==> src/rtl/uart_chan_pkg.sv <==
package uart_chan_pkg;

    localparam int RX_FIFO_DEPTH = 12;
    localparam int TX_FIFO_DEPTH = 12;

    // ****************************************************************
    // Register byte addresses.
    // ****************************************************************
    localparam logic [7:0] ADR_CMD = 8'h00;
    localparam logic [7:0] ADR_SRE = 8'h04;
    localparam logic [7:0] ADR_OPT = 8'h08;
    localparam logic [7:0] ADR_OPT5 = 8'h0C;
    localparam logic [7:0] ADR_THRESH = 8'h10;
    localparam logic [7:0] ADR_RXTMO = 8'h14;
    localparam logic [7:0] ADR_STATUS = 8'h18;
    localparam logic [7:0] ADR_SVCACK = 8'h1C;
    localparam logic [7:0] ADR_EOS = 8'h20;
    localparam logic [7:0] ADR_RXDATA = 8'h24;
    localparam logic [7:0] ADR_TXDATA = 8'h28;
    localparam logic [7:0] ADR_TXDELAY = 8'h2C;

    // ****************************************************************
    // Field positions, reset values and codes.
    // ****************************************************************
    localparam int CMD_TX_EN = 0;
    localparam int CMD_TX_DIS = 1;
    localparam int CMD_RESET = 2;
    localparam int SRE_NO_NEW_DATA_TIMEOUT = 0;
    localparam int SRE_RX = 1;
    localparam int SRE_TX = 2;
    localparam int SRE_TX_SHIFT = 3;
    localparam int OPT_LEN_LO = 0;
    localparam int OPT_LEN_HI = 1;
    localparam int OPT_PAR_EN = 2;
    localparam int OPT_PAR_ODD = 3;
    localparam int OPT_STOP2 = 4;
    localparam int OPT5_EOB = 2;
    localparam logic [3:0] SRE_RST = 4'h0;
    localparam logic [4:0] OPT_RST = 5'h03;
    localparam logic [7:0] OPT5_RST = 8'h00;
    localparam logic [3:0] THRESH_RST = 4'h8;
    localparam logic [7:0] RXTMO_RST = 8'hFF;
    localparam logic [7:0] ST_BREAK = 8'h01;
    localparam logic [7:0] ST_EOB = 8'h02;
    localparam logic [7:0] ST_TIMEOUT = 8'h04;
    localparam logic [7:0] ST_FRAME = 8'h08;
    localparam logic [7:0] ST_PARITY = 8'h10;
    localparam logic [1:0] KIND_GOOD = 2'h0;
    localparam logic [1:0] KIND_STAT = 2'h1;
    localparam logic [1:0] KIND_EXDAT = 2'h2;
    localparam logic [1:0] ACK_RXGOOD = 2'h1;
    localparam logic [1:0] ACK_RXEXC = 2'h2;
    localparam logic [1:0] ACK_TX = 2'h3;

    typedef struct packed {
        logic valid;
        logic [7:0] data;
        logic framingErr;
        logic parityErr;
        logic lineBreak;
    } rx_char_type;

    typedef struct packed {
        logic [1:0] kind;
        logic [7:0] value;
    } rx_entry_type;

    typedef struct packed {
        logic isDelay;
        logic [7:0] value;
    } tx_entry_type;

    typedef enum logic [1:0] {SVC_IDLE, SVC_RXGOOD, SVC_RXEXC, SVC_TX} svc_type;
    typedef enum logic [2:0] {TX_IDLE, TX_START, TX_DATA, TX_PARITY, TX_STOP, TX_DELAY} txs_type;

endpackage

==> src/rtl/async_channel.sv <==
`timescale 1ns/1ps
// Notes on behaviour
// - Empty-FIFO timer expiry posts timeout exception.
// - Timeout exception only once per empty spell.
// - No timer start after exception removal.
// - Exception puts status then data in FIFO.
// - One exception request per exception character.
// - Good data ahead of exception requested early.
// - Exception request follows end of good service.
// - End of exception service drops whole pair.
// - One null break entry per line break.
// - Optional end-of-break null entry.
// - Reset disables transmitter, line held mark.
// - Enabled transmitter requests data at once.
// - Transmission waits for end of service.
// - Start, 5-8 data LSB first, parity, stop.
// - Back-to-back characters, request when drained.
// - Twelve FIFO locations, plus holding and shift registers.
// - Request on FIFO empty or shifter empty.
// - Underrun keeps sending mark.
// - Disable finishes character, holds rest.
// - Delay entries count prescaler ticks.
// - Receive timer reload and prescaler countdown.
// - Stale data timeout posts good request.
module async_channel
    import uart_chan_pkg::*;
#(
    parameter int RX_DEPTH = RX_FIFO_DEPTH,
    parameter int TX_DEPTH = TX_FIFO_DEPTH
) (
    input wire logic clk,
    input wire logic srst,
    input wire logic wb_cyc_i,
    input wire logic wb_stb_i,
    input wire logic wb_we_i,
    input wire logic [7:0] wb_adr_i,
    input wire logic [31:0] wb_dat_i,
    input wire logic [3:0] wb_sel_i,
    output logic wb_ack_o,
    output logic [31:0] wb_dat_o,
    input wire logic prescaleTick,
    input wire logic bitTick,
    input wire rx_char_type rxChar,
    output logic serialOut,
    output logic [2:0] serviceReq
);

    localparam int IW = $clog2(RX_DEPTH > TX_DEPTH ? RX_DEPTH : TX_DEPTH);
    localparam int CW = IW + 1;

    function automatic logic hit(input logic [7:0] adr, input logic [7:0] off);
        return adr[7:2] == off[7:2];
    endfunction

    function automatic logic [IW-1:0] wrapAdd(input logic [IW-1:0] idx, input logic [1:0] n,
                                              input logic [IW:0] depth);
        logic [IW:0] sum;
        sum = {1'b0, idx} + {{(IW - 1){1'b0}}, n};
        if (sum >= depth) begin
            sum = sum - depth;
        end
        return sum[IW-1:0];
    endfunction

    // ****************************************************************
    // Bus slave and configuration.
    // ****************************************************************
    logic busReq, wrReq, rdReq, masterReset, softClr, eosWr;
    logic txEnabled, stale, nndtDone, rxRun, brkPrev, holdValid;
    logic [3:0] sre, threshold;
    logic [4:0] optFmt;
    logic [7:0] opt5, rxPeriod, rxTimer, txTimer;
    logic [1:0] excReads;
    svc_type svcState;
    txs_type txState;
    rx_entry_type rxMem [RX_DEPTH];
    rx_entry_type rxHead, pushA, pushB;
    tx_entry_type txMem [TX_DEPTH];
    tx_entry_type hold;
    logic [IW-1:0] rxRd, rxWr, txRd, txWr;
    logic [CW-1:0] rxCount, goodCount, excPairs, txCount;
    logic [1:0] pushN, popN;
    logic pushOk, pushReal, pushTmo, hostPop, endPop, canRead, timerFire;

    assign busReq = wb_cyc_i & wb_stb_i & ~wb_ack_o;
    assign wrReq = busReq & wb_we_i & wb_sel_i[0];
    assign rdReq = busReq & ~wb_we_i;
    assign masterReset = wrReq & hit(wb_adr_i, ADR_CMD) & wb_dat_i[CMD_RESET];
    assign softClr = srst | masterReset;
    assign eosWr = wrReq & hit(wb_adr_i, ADR_EOS);

    always_ff @(posedge clk) begin
        wb_ack_o <= srst ? 1'b0 : busReq;
    end

    always_ff @(posedge clk) begin
        if (softClr) begin
            sre <= SRE_RST;
            optFmt <= OPT_RST;
            opt5 <= OPT5_RST;
            threshold <= THRESH_RST;
            rxPeriod <= RXTMO_RST;
        end else if (wrReq) begin
            if (hit(wb_adr_i, ADR_SRE)) sre <= wb_dat_i[3:0];
            if (hit(wb_adr_i, ADR_OPT)) optFmt <= wb_dat_i[4:0];
            if (hit(wb_adr_i, ADR_OPT5)) opt5 <= wb_dat_i[7:0];
            if (hit(wb_adr_i, ADR_THRESH)) threshold <= wb_dat_i[3:0];
            if (hit(wb_adr_i, ADR_RXTMO)) rxPeriod <= wb_dat_i[7:0];
        end
    end

    always_ff @(posedge clk) begin
        if (softClr) begin
            txEnabled <= 1'b0;
        end else if (wrReq && hit(wb_adr_i, ADR_CMD)) begin
            if (wb_dat_i[CMD_TX_DIS]) txEnabled <= 1'b0;
            else if (wb_dat_i[CMD_TX_EN]) txEnabled <= 1'b1;
        end
    end

    always_ff @(posedge clk) begin
        if (srst) begin
            wb_dat_o <= 32'h0000_0000;
        end else if (rdReq) begin
            wb_dat_o <= 32'h0000_0000;
            if (hit(wb_adr_i, ADR_CMD)) wb_dat_o[CMD_TX_EN] <= txEnabled;
            if (hit(wb_adr_i, ADR_SRE)) wb_dat_o[3:0] <= sre;
            if (hit(wb_adr_i, ADR_OPT)) wb_dat_o[4:0] <= optFmt;
            if (hit(wb_adr_i, ADR_OPT5)) wb_dat_o[7:0] <= opt5;
            if (hit(wb_adr_i, ADR_THRESH)) wb_dat_o[3:0] <= threshold;
            if (hit(wb_adr_i, ADR_RXTMO)) wb_dat_o[7:0] <= rxPeriod;
            if (hit(wb_adr_i, ADR_STATUS)) begin
                wb_dat_o[15:0] <= {2'h0, svcState, txCount[3:0], rxCount[3:0], txEnabled, serviceReq};
            end
            if (hit(wb_adr_i, ADR_RXDATA) && canRead) wb_dat_o[7:0] <= rxHead.value;
        end
    end

    // ****************************************************************
    // Service request and acknowledge.
    // ****************************************************************
    logic next_goodReq, next_excReq, next_txReq;

    always_ff @(posedge clk) begin
        if (softClr) begin
            svcState <= SVC_IDLE;
        end else if (eosWr) begin
            svcState <= SVC_IDLE;
        end else if (wrReq && hit(wb_adr_i, ADR_SVCACK) && svcState == SVC_IDLE) begin
            case (wb_dat_i[1:0])
                ACK_RXGOOD: if (serviceReq[0]) svcState <= SVC_RXGOOD;
                ACK_RXEXC: if (serviceReq[1]) svcState <= SVC_RXEXC;
                ACK_TX: if (serviceReq[2]) svcState <= SVC_TX;
                default: svcState <= SVC_IDLE;
            endcase
        end
    end

    always_comb begin
        rxHead = rxMem[rxRd];
        next_goodReq = sre[SRE_RX] && svcState == SVC_IDLE && rxCount != '0
            && rxHead.kind == KIND_GOOD
            && (goodCount >= CW'(threshold) || excPairs != '0 || stale);
        next_excReq = sre[SRE_RX] && svcState == SVC_IDLE && rxCount != '0
            && rxHead.kind == KIND_STAT;
        next_txReq = sre[SRE_TX] && txEnabled && svcState == SVC_IDLE && txCount == '0
            && (!sre[SRE_TX_SHIFT] || (!holdValid && txState != TX_START
            && txState != TX_DATA && txState != TX_DELAY));
    end

    always_ff @(posedge clk) begin
        serviceReq <= softClr ? 3'h0 : {next_txReq, next_excReq, next_goodReq};
    end

    // ****************************************************************
    // Receive FIFO with status and data pairs.
    // ****************************************************************
    logic brkRise, brkEnd, emptiedNow, lastPopExc;

    assign brkRise = rxChar.lineBreak & ~brkPrev;
    assign brkEnd = ~rxChar.lineBreak & brkPrev & opt5[OPT5_EOB];
    assign timerFire = rxRun & prescaleTick & (rxTimer <= 8'h01);

    always_comb begin
        pushN = 2'h0;
        pushA = '{KIND_GOOD, 8'h00};
        pushB = '{KIND_EXDAT, 8'h00};
        pushReal = 1'b0;
        pushTmo = 1'b0;
        if (brkRise) begin
            pushN = 2'h2;
            pushA = '{KIND_STAT, ST_BREAK};
            pushReal = 1'b1;
        end else if (brkEnd) begin
            pushN = 2'h2;
            pushA = '{KIND_STAT, ST_EOB};
            pushReal = 1'b1;
        end else if (rxChar.valid && !rxChar.lineBreak) begin
            pushReal = 1'b1;
            if (rxChar.framingErr || rxChar.parityErr) begin
                pushN = 2'h2;
                pushA = '{KIND_STAT, (rxChar.framingErr ? ST_FRAME : 8'h00)
                    | (rxChar.parityErr ? ST_PARITY : 8'h00)};
                pushB = '{KIND_EXDAT, rxChar.data};
            end else begin
                pushN = 2'h1;
                pushA = '{KIND_GOOD, rxChar.data};
            end
        end else if (timerFire && rxCount == '0 && sre[SRE_NO_NEW_DATA_TIMEOUT] && !nndtDone) begin
            pushN = 2'h2;
            pushA = '{KIND_STAT, ST_TIMEOUT};
            pushTmo = 1'b1;
        end
        pushOk = pushN != 2'h0 && (CW'(RX_DEPTH) - rxCount) >= CW'(pushN);
    end

    assign canRead = rxCount != '0 && ((svcState == SVC_RXGOOD && rxHead.kind == KIND_GOOD)
        || (svcState == SVC_RXEXC && excReads != 2'h2));
    assign hostPop = rdReq & hit(wb_adr_i, ADR_RXDATA) & canRead;
    assign endPop = eosWr & (svcState == SVC_RXEXC);
    assign popN = hostPop ? 2'h1 : (endPop ? 2'h2 - excReads : 2'h0);
    assign lastPopExc = hostPop ? rxHead.kind != KIND_GOOD : 1'b1;
    assign emptiedNow = popN != 2'h0 && rxCount == CW'(popN) && !pushOk;

    always_ff @(posedge clk) begin
        if (pushOk) begin
            rxMem[rxWr] <= pushA;
            if (pushN == 2'h2) rxMem[wrapAdd(rxWr, 2'h1, (IW + 1)'(RX_DEPTH))] <= pushB;
        end
    end

    always_ff @(posedge clk) begin
        if (softClr) begin
            rxRd <= '0;
            rxWr <= '0;
            rxCount <= '0;
            goodCount <= '0;
            excPairs <= '0;
        end else begin
            if (pushOk) rxWr <= wrapAdd(rxWr, pushN, (IW + 1)'(RX_DEPTH));
            rxRd <= wrapAdd(rxRd, popN, (IW + 1)'(RX_DEPTH));
            rxCount <= rxCount + (pushOk ? CW'(pushN) : '0) - CW'(popN);
            goodCount <= goodCount + CW'(pushOk && pushN == 2'h1)
                - CW'(hostPop && rxHead.kind == KIND_GOOD);
            excPairs <= excPairs + CW'(pushOk && pushN == 2'h2) - CW'(endPop);
        end
    end

    always_ff @(posedge clk) begin
        if (softClr || (wrReq && hit(wb_adr_i, ADR_SVCACK))) excReads <= 2'h0;
        else if (hostPop && svcState == SVC_RXEXC) excReads <= excReads + 2'h1;
    end

    always_ff @(posedge clk) begin
        brkPrev <= softClr ? 1'b0 : rxChar.lineBreak;
    end

    // ****************************************************************
    // Receive timer.
    // ****************************************************************
    // Reload and countdown.
    always_ff @(posedge clk) begin
        if (softClr) begin
            rxRun <= 1'b0;
            rxTimer <= 8'h00;
        end else if (pushOk && pushReal) begin
            rxRun <= 1'b1;
            rxTimer <= rxPeriod;
        end else if (emptiedNow) begin
            rxRun <= !lastPopExc;
            rxTimer <= rxPeriod;
        end else if (timerFire) begin
            rxRun <= 1'b0;
        end else if (rxRun && prescaleTick) begin
            rxTimer <= rxTimer - 8'h01;
        end
    end

    always_ff @(posedge clk) begin
        if (softClr || (pushOk && pushReal)) nndtDone <= 1'b0;
        else if (pushOk && pushTmo) nndtDone <= 1'b1;
    end

    always_ff @(posedge clk) begin
        if (softClr) stale <= 1'b0;
        else if (timerFire && rxCount != '0 && goodCount < CW'(threshold)) stale <= 1'b1;
        else if (eosWr && svcState == SVC_RXGOOD) stale <= 1'b0;
    end

    // ****************************************************************
    // Transmit FIFO, holding register and bit engine.
    // ****************************************************************
    logic txPush, moveHold, lastStop, takeHold, txPar, stopCnt;
    logic [7:0] txShift;
    logic [2:0] bitCnt, lastBit;

    assign txPush = wrReq & (hit(wb_adr_i, ADR_TXDATA) | hit(wb_adr_i, ADR_TXDELAY))
        & (txCount < CW'(TX_DEPTH));
    assign moveHold = !holdValid && txCount != '0 && svcState != SVC_TX;
    assign lastStop = txState == TX_STOP && bitTick && stopCnt == optFmt[OPT_STOP2];
    assign takeHold = holdValid && txEnabled && (txState == TX_IDLE || lastStop);
    assign lastBit = {1'b0, optFmt[OPT_LEN_HI:OPT_LEN_LO]} + 3'h4;

    always_ff @(posedge clk) begin
        if (txPush) txMem[txWr] <= '{hit(wb_adr_i, ADR_TXDELAY), wb_dat_i[7:0]};
    end

    always_ff @(posedge clk) begin
        if (softClr) begin
            txRd <= '0;
            txWr <= '0;
            txCount <= '0;
            holdValid <= 1'b0;
            hold <= '{1'b0, 8'h00};
        end else begin
            if (txPush) txWr <= wrapAdd(txWr, 2'h1, (IW + 1)'(TX_DEPTH));
            if (moveHold) begin
                txRd <= wrapAdd(txRd, 2'h1, (IW + 1)'(TX_DEPTH));
                hold <= txMem[txRd];
                holdValid <= 1'b1;
            end else if (takeHold) begin
                holdValid <= 1'b0;
            end
            txCount <= txCount + CW'(txPush) - CW'(moveHold);
        end
    end

    always_ff @(posedge clk) begin
        if (softClr) begin
            txState <= TX_IDLE;
            serialOut <= 1'b1;
            txShift <= 8'h00;
            bitCnt <= 3'h0;
            txPar <= 1'b0;
            stopCnt <= 1'b0;
            txTimer <= 8'h00;
        end else if (takeHold) begin
            if (hold.isDelay) begin
                txState <= TX_DELAY;
                txTimer <= hold.value;
                serialOut <= 1'b1;
            end else begin
                txState <= TX_START;
                txShift <= hold.value;
                txPar <= optFmt[OPT_PAR_ODD];
                serialOut <= 1'b0;
            end
        end else begin
            case (txState)
                TX_START: if (bitTick) begin
                    serialOut <= txShift[0];
                    txPar <= txPar ^ txShift[0];
                    txShift <= {1'b0, txShift[7:1]};
                    bitCnt <= 3'h0;
                    txState <= TX_DATA;
                end
                TX_DATA: if (bitTick) begin
                    if (bitCnt == lastBit) begin
                        serialOut <= optFmt[OPT_PAR_EN] ? txPar : 1'b1;
                        txState <= optFmt[OPT_PAR_EN] ? TX_PARITY : TX_STOP;
                        stopCnt <= 1'b0;
                    end else begin
                        serialOut <= txShift[0];
                        txPar <= txPar ^ txShift[0];
                        txShift <= {1'b0, txShift[7:1]};
                        bitCnt <= bitCnt + 3'h1;
                    end
                end
                TX_PARITY: if (bitTick) begin
                    serialOut <= 1'b1;
                    txState <= TX_STOP;
                end
                TX_STOP: if (bitTick) begin
                    stopCnt <= 1'b1;
                    if (lastStop) txState <= TX_IDLE;
                end
                TX_DELAY: if (prescaleTick) begin
                    if (txTimer <= 8'h01) txState <= TX_IDLE;
                    else txTimer <= txTimer - 8'h01;
                end
                default: begin
                    serialOut <= 1'b1;
                    txState <= TX_IDLE;
                end
            endcase
        end
    end

    // ****************************************************************
    // Assertions.
    // ****************************************************************
    a_reset_mark: assert property (@(posedge clk) disable iff (srst)
        masterReset |=> serialOut && !txEnabled && txState == TX_IDLE)
        else $error("Master reset left the line or transmitter active.");

    a_no_new_data_timeout_cause: assert property (@(posedge clk) disable iff (srst)
        (pushOk && pushTmo) |-> sre[SRE_NO_NEW_DATA_TIMEOUT] && rxCount == '0 ##1 rxCount == CW'(2))
        else $error("Timeout entry posted without its cause.");

    a_no_new_data_timeout_once: assert property (@(posedge clk) disable iff (srst)
        (pushOk && pushTmo) |=> nndtDone && !(pushOk && pushTmo))
        else $error("Timeout entry repeated.");

    a_exc_pair: assert property (@(posedge clk) disable iff (srst)
        (rxChar.valid && !rxChar.lineBreak && !brkPrev && (rxChar.framingErr || rxChar.parityErr))
        |-> pushN == 2'h2 && pushA.kind == KIND_STAT && pushB.value == rxChar.data)
        else $error("Exception character not stored as a pair.");

    a_early_good: assert property (@(posedge clk) disable iff (srst)
        (sre[SRE_RX] && svcState == SVC_IDLE && !eosWr && rxCount != '0 && excPairs != '0
        && rxHead.kind == KIND_GOOD) |=> serviceReq[0])
        else $error("Good data ahead of exception not requested.");

    a_pair_drop: assert property (@(posedge clk) disable iff (srst)
        endPop |=> rxRd == wrapAdd($past(rxRd), 2'h2 - $past(excReads), (IW + 1)'(RX_DEPTH)))
        else $error("Exception pair not fully removed.");

    a_tx_enable: assert property (@(posedge clk) disable iff (srst)
        ($rose(txEnabled) && sre[SRE_TX] && !sre[SRE_TX_SHIFT] && txCount == '0
        && svcState == SVC_IDLE && !wrReq) |=> serviceReq[2])
        else $error("Enabled transmitter did not request data.");

    a_svc_hold: assert property (@(posedge clk) disable iff (srst)
        (svcState == SVC_TX && !holdValid && txState == TX_IDLE && !eosWr)
        |=> !holdValid && serialOut)
        else $error("Transmission started during service.");

    a_start_bit: assert property (@(posedge clk) disable iff (srst)
        (takeHold && !hold.isDelay) |=> !serialOut && txState == TX_START)
        else $error("Character did not begin with a start bit.");

    a_idle_mark: assert property (@(posedge clk) disable iff (srst)
        txState == TX_IDLE |-> serialOut)
        else $error("Idle line not at mark.");

endmodule

==> config.mk <==
export PLATFORM = sky130hd
export DESIGN_NAME = async_channel
export DESIGN_NICKNAME = d
export VERILOG_FILES = /design/src/rtl/uart_chan_pkg.sv /design/src/rtl/async_channel.sv
export SDC_FILE = /design/constraint.sdc
export NUM_CORES = 1
export LEC_CHECK = 0
export ABC_CLOCK_PERIOD_IN_PS = 7500
export BUFFER_PORTS_ARGS = -buffer_cell sky130_fd_sc_hd__buf_2
export CAP_MARGIN = 20
export CORE_MARGIN = 10
export CORE_UTILIZATION = 35
export CTS_CLUSTER_SIZE = 8
export DETAILED_ROUTE_END_ITERATION = 8
export PLACE_DENSITY_LB_ADDON = 0.05
export SLEW_MARGIN = 20
export SYNTH_ARGS = -nofsm -noshare
export SYNTH_HDL_FRONTEND = slang
export SYNTH_SLANG_ARGS = --single-unit
export TNS_END_PERCENT = 100
==> constraint.sdc <==
create_clock -name clk -period 7.5 [get_ports clk]
set_input_delay 1.125 -clock clk [delete_from_list [all_inputs] [get_ports clk]]
set_output_delay 1.125 -clock clk [all_outputs]
set_load 0.02 [all_outputs]
==> metrics.csv <==
metric;value;unit
final-hold-violation-count;0;
groute.usage.overall;0.167;
finalSetupTns;0;ns
final_core_utilization;0.400;
drt-initial-drc-count;706;
dominantRegCellSynth;sky130_fd_sc_hd__edfxtp_1;
ys_seq_area_frac;0.522;
place.detailed.instances;2249;
outcome;finished, final reports clean;
seqCellArea;0.00931;sq mm
fin_hold_ws;0.440;ns
wire_length_of_the_first_global_routing_pass;78.0;mm
area_of_the_multi_input_gates;0.00773;sq mm
cts_post_setup_buffers_inserted;0;
max_ir_drop_vdd;0.167;mV
via_count_of_the_first_global_routing_pass;12700;
clkTransAtPathRegs;0.06;ns
placement_rows;82;
setup_slack_of_the_critical_path_after_layout;2.54;ns
cts_hold_repair.buffers;0;
holdCritStartpoint;rxMem[2][9];
worst-endpoint-required;8.00;ns
report.power.total;5.42;mW
critPathKind;reg2reg;
placed_area;0.0186;sq mm
post_layout_nonfiller_instances;2338;
finalSetupViolCount;0;
mappedNetlistArea;0.0178;sq mm
detailedPlacementHpwl;35.8;mm
finalWeightedCongestion;0.807;
grt_antenna_before_repair;4;
top_level_ports;100;
cts.root.buffer_cell;sky130_fd_sc_hd__clkbuf_16;
total_die_area;0.0603;sq mm
ys_warn_count;0;
start_kind;register;
ctsResizeCount;0;
worstReg2RegStart;rxRd[0];
clock_skew;0.0180;ns
area_growth_syn_to_layout;12.7;%
ctsLongestPathBuffers;3;
synthArstFlopShare;0;
grt_start_max_net_pins;68;
clock-sinks;363;
post_drt_via_cell_ratio;5.30;
finalInstanceArea;0.0201;sq mm
die-height;246;um
overflow;0;
total_number_of_nets_in_the_final_design;1755;
fillerInstances;4872;
number_of_pins_with_negative_max_slew_slack_in_the_final_report;0;
tritoncts_clock_tree;yes;
static_leak;7.08;nW
post_drt_wl_per_cell;21.6;um
starting_density;0.355;
max_slew.worst_pin.slew;1.10;ns
final_min_period_over_clock_period;0.661;
period_minus_slack;4.96;ns
die_x;246;um
design.core.area;0.0503;sq mm
worst_skew_pair.late_latency;0.59;ns
type_of_the_tightest_min_delay_check;reg2reg;
worst_setup_path_startpoint;rxRd[0];
routed_wirelength;50.4;mm
clock.fmax;202;MHz
synth.distinct_cells;89;
worstPathArrival;5.46;ns
synth_enable_flop_cells;204;
dr_total_vias;12400;
max_cap_violations;0;
timing.critical_path.to_type;register;
synth.ff_latch_count;363;
placement.setup.worst_slack;2.06;ns
antenna_violating_nets_post_route;0;
dr.pass1.iters;5;
cts_htree_levels;2;
timing.critical_path.fanout_max;22;
drc;0;
rsz0062_at_grt;no;
cellPowerDensity;270;mW/mm^2
postSynthAreaPerCell;11.1;sq um
slew-limit-headroom;0.260;
place.port_buffers;52;
final_layout_size_suffix_gt1_frac;0.144;
cts-buffers-inserted;51;
postSynthCellCount;1602;
-- kinds of logic after synthesis --
family | count (synthesis) | synth area share
mux | 112 | 0.102
fa+ha+maj | 63 | 0.0470
xor+xnor | 39 | 0.0192
flops | 363 | 0.522
compound gates | 348 | 0.130
other cells | 1 | 0.000210
buf+inv | 196 | 0.0484
simple gates | 480 | 0.132
-- worst max-delay path, stage by stage, from the launching register on --
cell                       delay (ns)
sky130_fd_sc_hd__dfxtp_2         0.65
sky130_fd_sc_hd__buf_4           0.52
sky130_fd_sc_hd__mux2i_1         0.34
sky130_fd_sc_hd__mux4_2          0.28
sky130_fd_sc_hd__o21ai_1         0.21
sky130_fd_sc_hd__o32ai_4         0.57
sky130_fd_sc_hd__nand3_1         0.24
sky130_fd_sc_hd__nand2_1         0.23
sky130_fd_sc_hd__ha_1            0.20
sky130_fd_sc_hd__inv_1           0.06
sky130_fd_sc_hd__fa_1            0.39
sky130_fd_sc_hd__xor2_1          0.24
sky130_fd_sc_hd__inv_1           0.10
sky130_fd_sc_hd__ha_1            0.20
sky130_fd_sc_hd__nand2_1         0.06
sky130_fd_sc_hd__nor2_1          0.05
sky130_fd_sc_hd__a31oi_1         0.22
sky130_fd_sc_hd__a21oi_1         0.11
sky130_fd_sc_hd__a211oi_1        0.20
-- placed cells by master, fill, tap and decap left out, types with 7 or more instances in the layout --
cell                        synthesis  layout
sky130_fd_sc_hd__a211oi_1           8       8
sky130_fd_sc_hd__a21o_1            15      14
sky130_fd_sc_hd__a21oi_1           73      73
sky130_fd_sc_hd__a311oi_1           8       8
sky130_fd_sc_hd__a31oi_1           11      11
sky130_fd_sc_hd__and2_1            25      25
sky130_fd_sc_hd__buf_2             26      52
sky130_fd_sc_hd__buf_4             19      30
sky130_fd_sc_hd__clkbuf_1          72      34
sky130_fd_sc_hd__clkbuf_16          0      51
sky130_fd_sc_hd__conb_1             1      18
sky130_fd_sc_hd__dfxtp_1          159     157
sky130_fd_sc_hd__edfxtp_1         204     204
sky130_fd_sc_hd__fa_1               7       7
sky130_fd_sc_hd__ha_1              55      55
sky130_fd_sc_hd__inv_1             71      71
sky130_fd_sc_hd__mux2i_1           56      56
sky130_fd_sc_hd__mux4_2            55      55
sky130_fd_sc_hd__nand2_1          171     171
sky130_fd_sc_hd__nand2b_1          17      17
sky130_fd_sc_hd__nand3_1           31      31
sky130_fd_sc_hd__nand4_1           16      16
sky130_fd_sc_hd__nor2_1           100      99
sky130_fd_sc_hd__nor2b_1           17      17
sky130_fd_sc_hd__nor3_1            32      32
sky130_fd_sc_hd__nor4_1             8       7
sky130_fd_sc_hd__o211ai_1          13      13
sky130_fd_sc_hd__o21ai_0           47      47
sky130_fd_sc_hd__o22ai_1          107     107
sky130_fd_sc_hd__or2_2              9       9
sky130_fd_sc_hd__or3_1             11      11
sky130_fd_sc_hd__xnor2_1           23      23
sky130_fd_sc_hd__xor2_1            16      16
-- final timing paths --
check	endpoint	slack, ns	cells past startpoint
min reg2reg	rxMem[2][9]	0.44	2
max	rxRd[3]	2.54	18
max reg2reg	rxRd[3]	2.54	18
min	rxMem[2][9]	0.44	2
-- flip-flops by register name (all words and copies together) (netlist names), 8 cells and up --
register,cells
txShift,8
txMem,108
rxPeriod,8
txTimer,8
hold,9
rxTimer,8
rxMem,120
opt5,8
wb_dat_o,14
-- layer usage --
| layer | global-route usage | routed length, um | vias to the layer above |
|---|---|---|---|
| li1 | - | - | 6001 |
| met1 | 0.206 | 21800 | 6080 |
| met2 | 0.296 | 25700 | 245 |
| met3 | 0.0237 | 1740 | 73 |
| met4 | 0.0514 | 1220 | 2 |
| met5 | 0 | 12 | - |
-- power breakdown --
group	total, mW	switching, mW	internal, mW
clock network	2.14	0.866	1.27
registers	2.35	0.126	2.23
logic	0.931	0.539	0.393
total	5.42	1.53	3.89
-- cells in the mapped netlist (5+ instances only) --
library cell / instances / area share
sky130_fd_sc_hd__a22oi_1: 6 / 0.0025
sky130_fd_sc_hd__nor2b_1: 17 / 0.0060
sky130_fd_sc_hd__buf_2: 26 / 0.0073
sky130_fd_sc_hd__o21ai_0: 47 / 0.013
sky130_fd_sc_hd__and2_1: 25 / 0.0088
sky130_fd_sc_hd__clkbuf_1: 72 / 0.015
sky130_fd_sc_hd__nor4_1: 8 / 0.0028
sky130_fd_sc_hd__mux2i_1: 56 / 0.031
sky130_fd_sc_hd__nor3b_1: 5 / 0.0021
sky130_fd_sc_hd__a211oi_1: 8 / 0.0034
sky130_fd_sc_hd__xor2_1: 16 / 0.0079
sky130_fd_sc_hd__inv_1: 71 / 0.015
sky130_fd_sc_hd__nand3b_1: 6 / 0.0025
sky130_fd_sc_hd__dfxtp_1: 159 / 0.18
sky130_fd_sc_hd__a21o_1: 15 / 0.0063
sky130_fd_sc_hd__nand4_1: 16 / 0.0056
sky130_fd_sc_hd__mux4_2: 55 / 0.070
sky130_fd_sc_hd__nor3_1: 32 / 0.0090
sky130_fd_sc_hd__o211ai_1: 13 / 0.0055
sky130_fd_sc_hd__xnor2_1: 23 / 0.011
sky130_fd_sc_hd__nor2_1: 100 / 0.021
sky130_fd_sc_hd__buf_4: 19 / 0.0080
sky130_fd_sc_hd__a31o_2: 6 / 0.0029
sky130_fd_sc_hd__and3_1: 5 / 0.0018
sky130_fd_sc_hd__or2_2: 9 / 0.0032
sky130_fd_sc_hd__ha_1: 55 / 0.039
sky130_fd_sc_hd__a222oi_1: 6 / 0.0034
sky130_fd_sc_hd__a31oi_1: 11 / 0.0039
sky130_fd_sc_hd__a311oi_1: 8 / 0.0039
sky130_fd_sc_hd__nand3_1: 31 / 0.0087
sky130_fd_sc_hd__a21oi_1: 73 / 0.020
sky130_fd_sc_hd__o22ai_1: 107 / 0.038
sky130_fd_sc_hd__nand2_1: 171 / 0.036
sky130_fd_sc_hd__or3_1: 11 / 0.0039
sky130_fd_sc_hd__edfxtp_1: 204 / 0.34
sky130_fd_sc_hd__nand2b_1: 17 / 0.0060
sky130_fd_sc_hd__fa_1: 7 / 0.0079
-- area by class of cell --
class	count	share of cell area
diodes	1	0.000125
clock buffers	86	0.0706
clock inverters	2	0.00143
inverters	72	0.0135
multi-input cells	1060	0.385
flip-flops and latches	363	0.464
well taps	672	0.0419
repair buffers	82	0.0242
(Power assumes the default switching activity.)
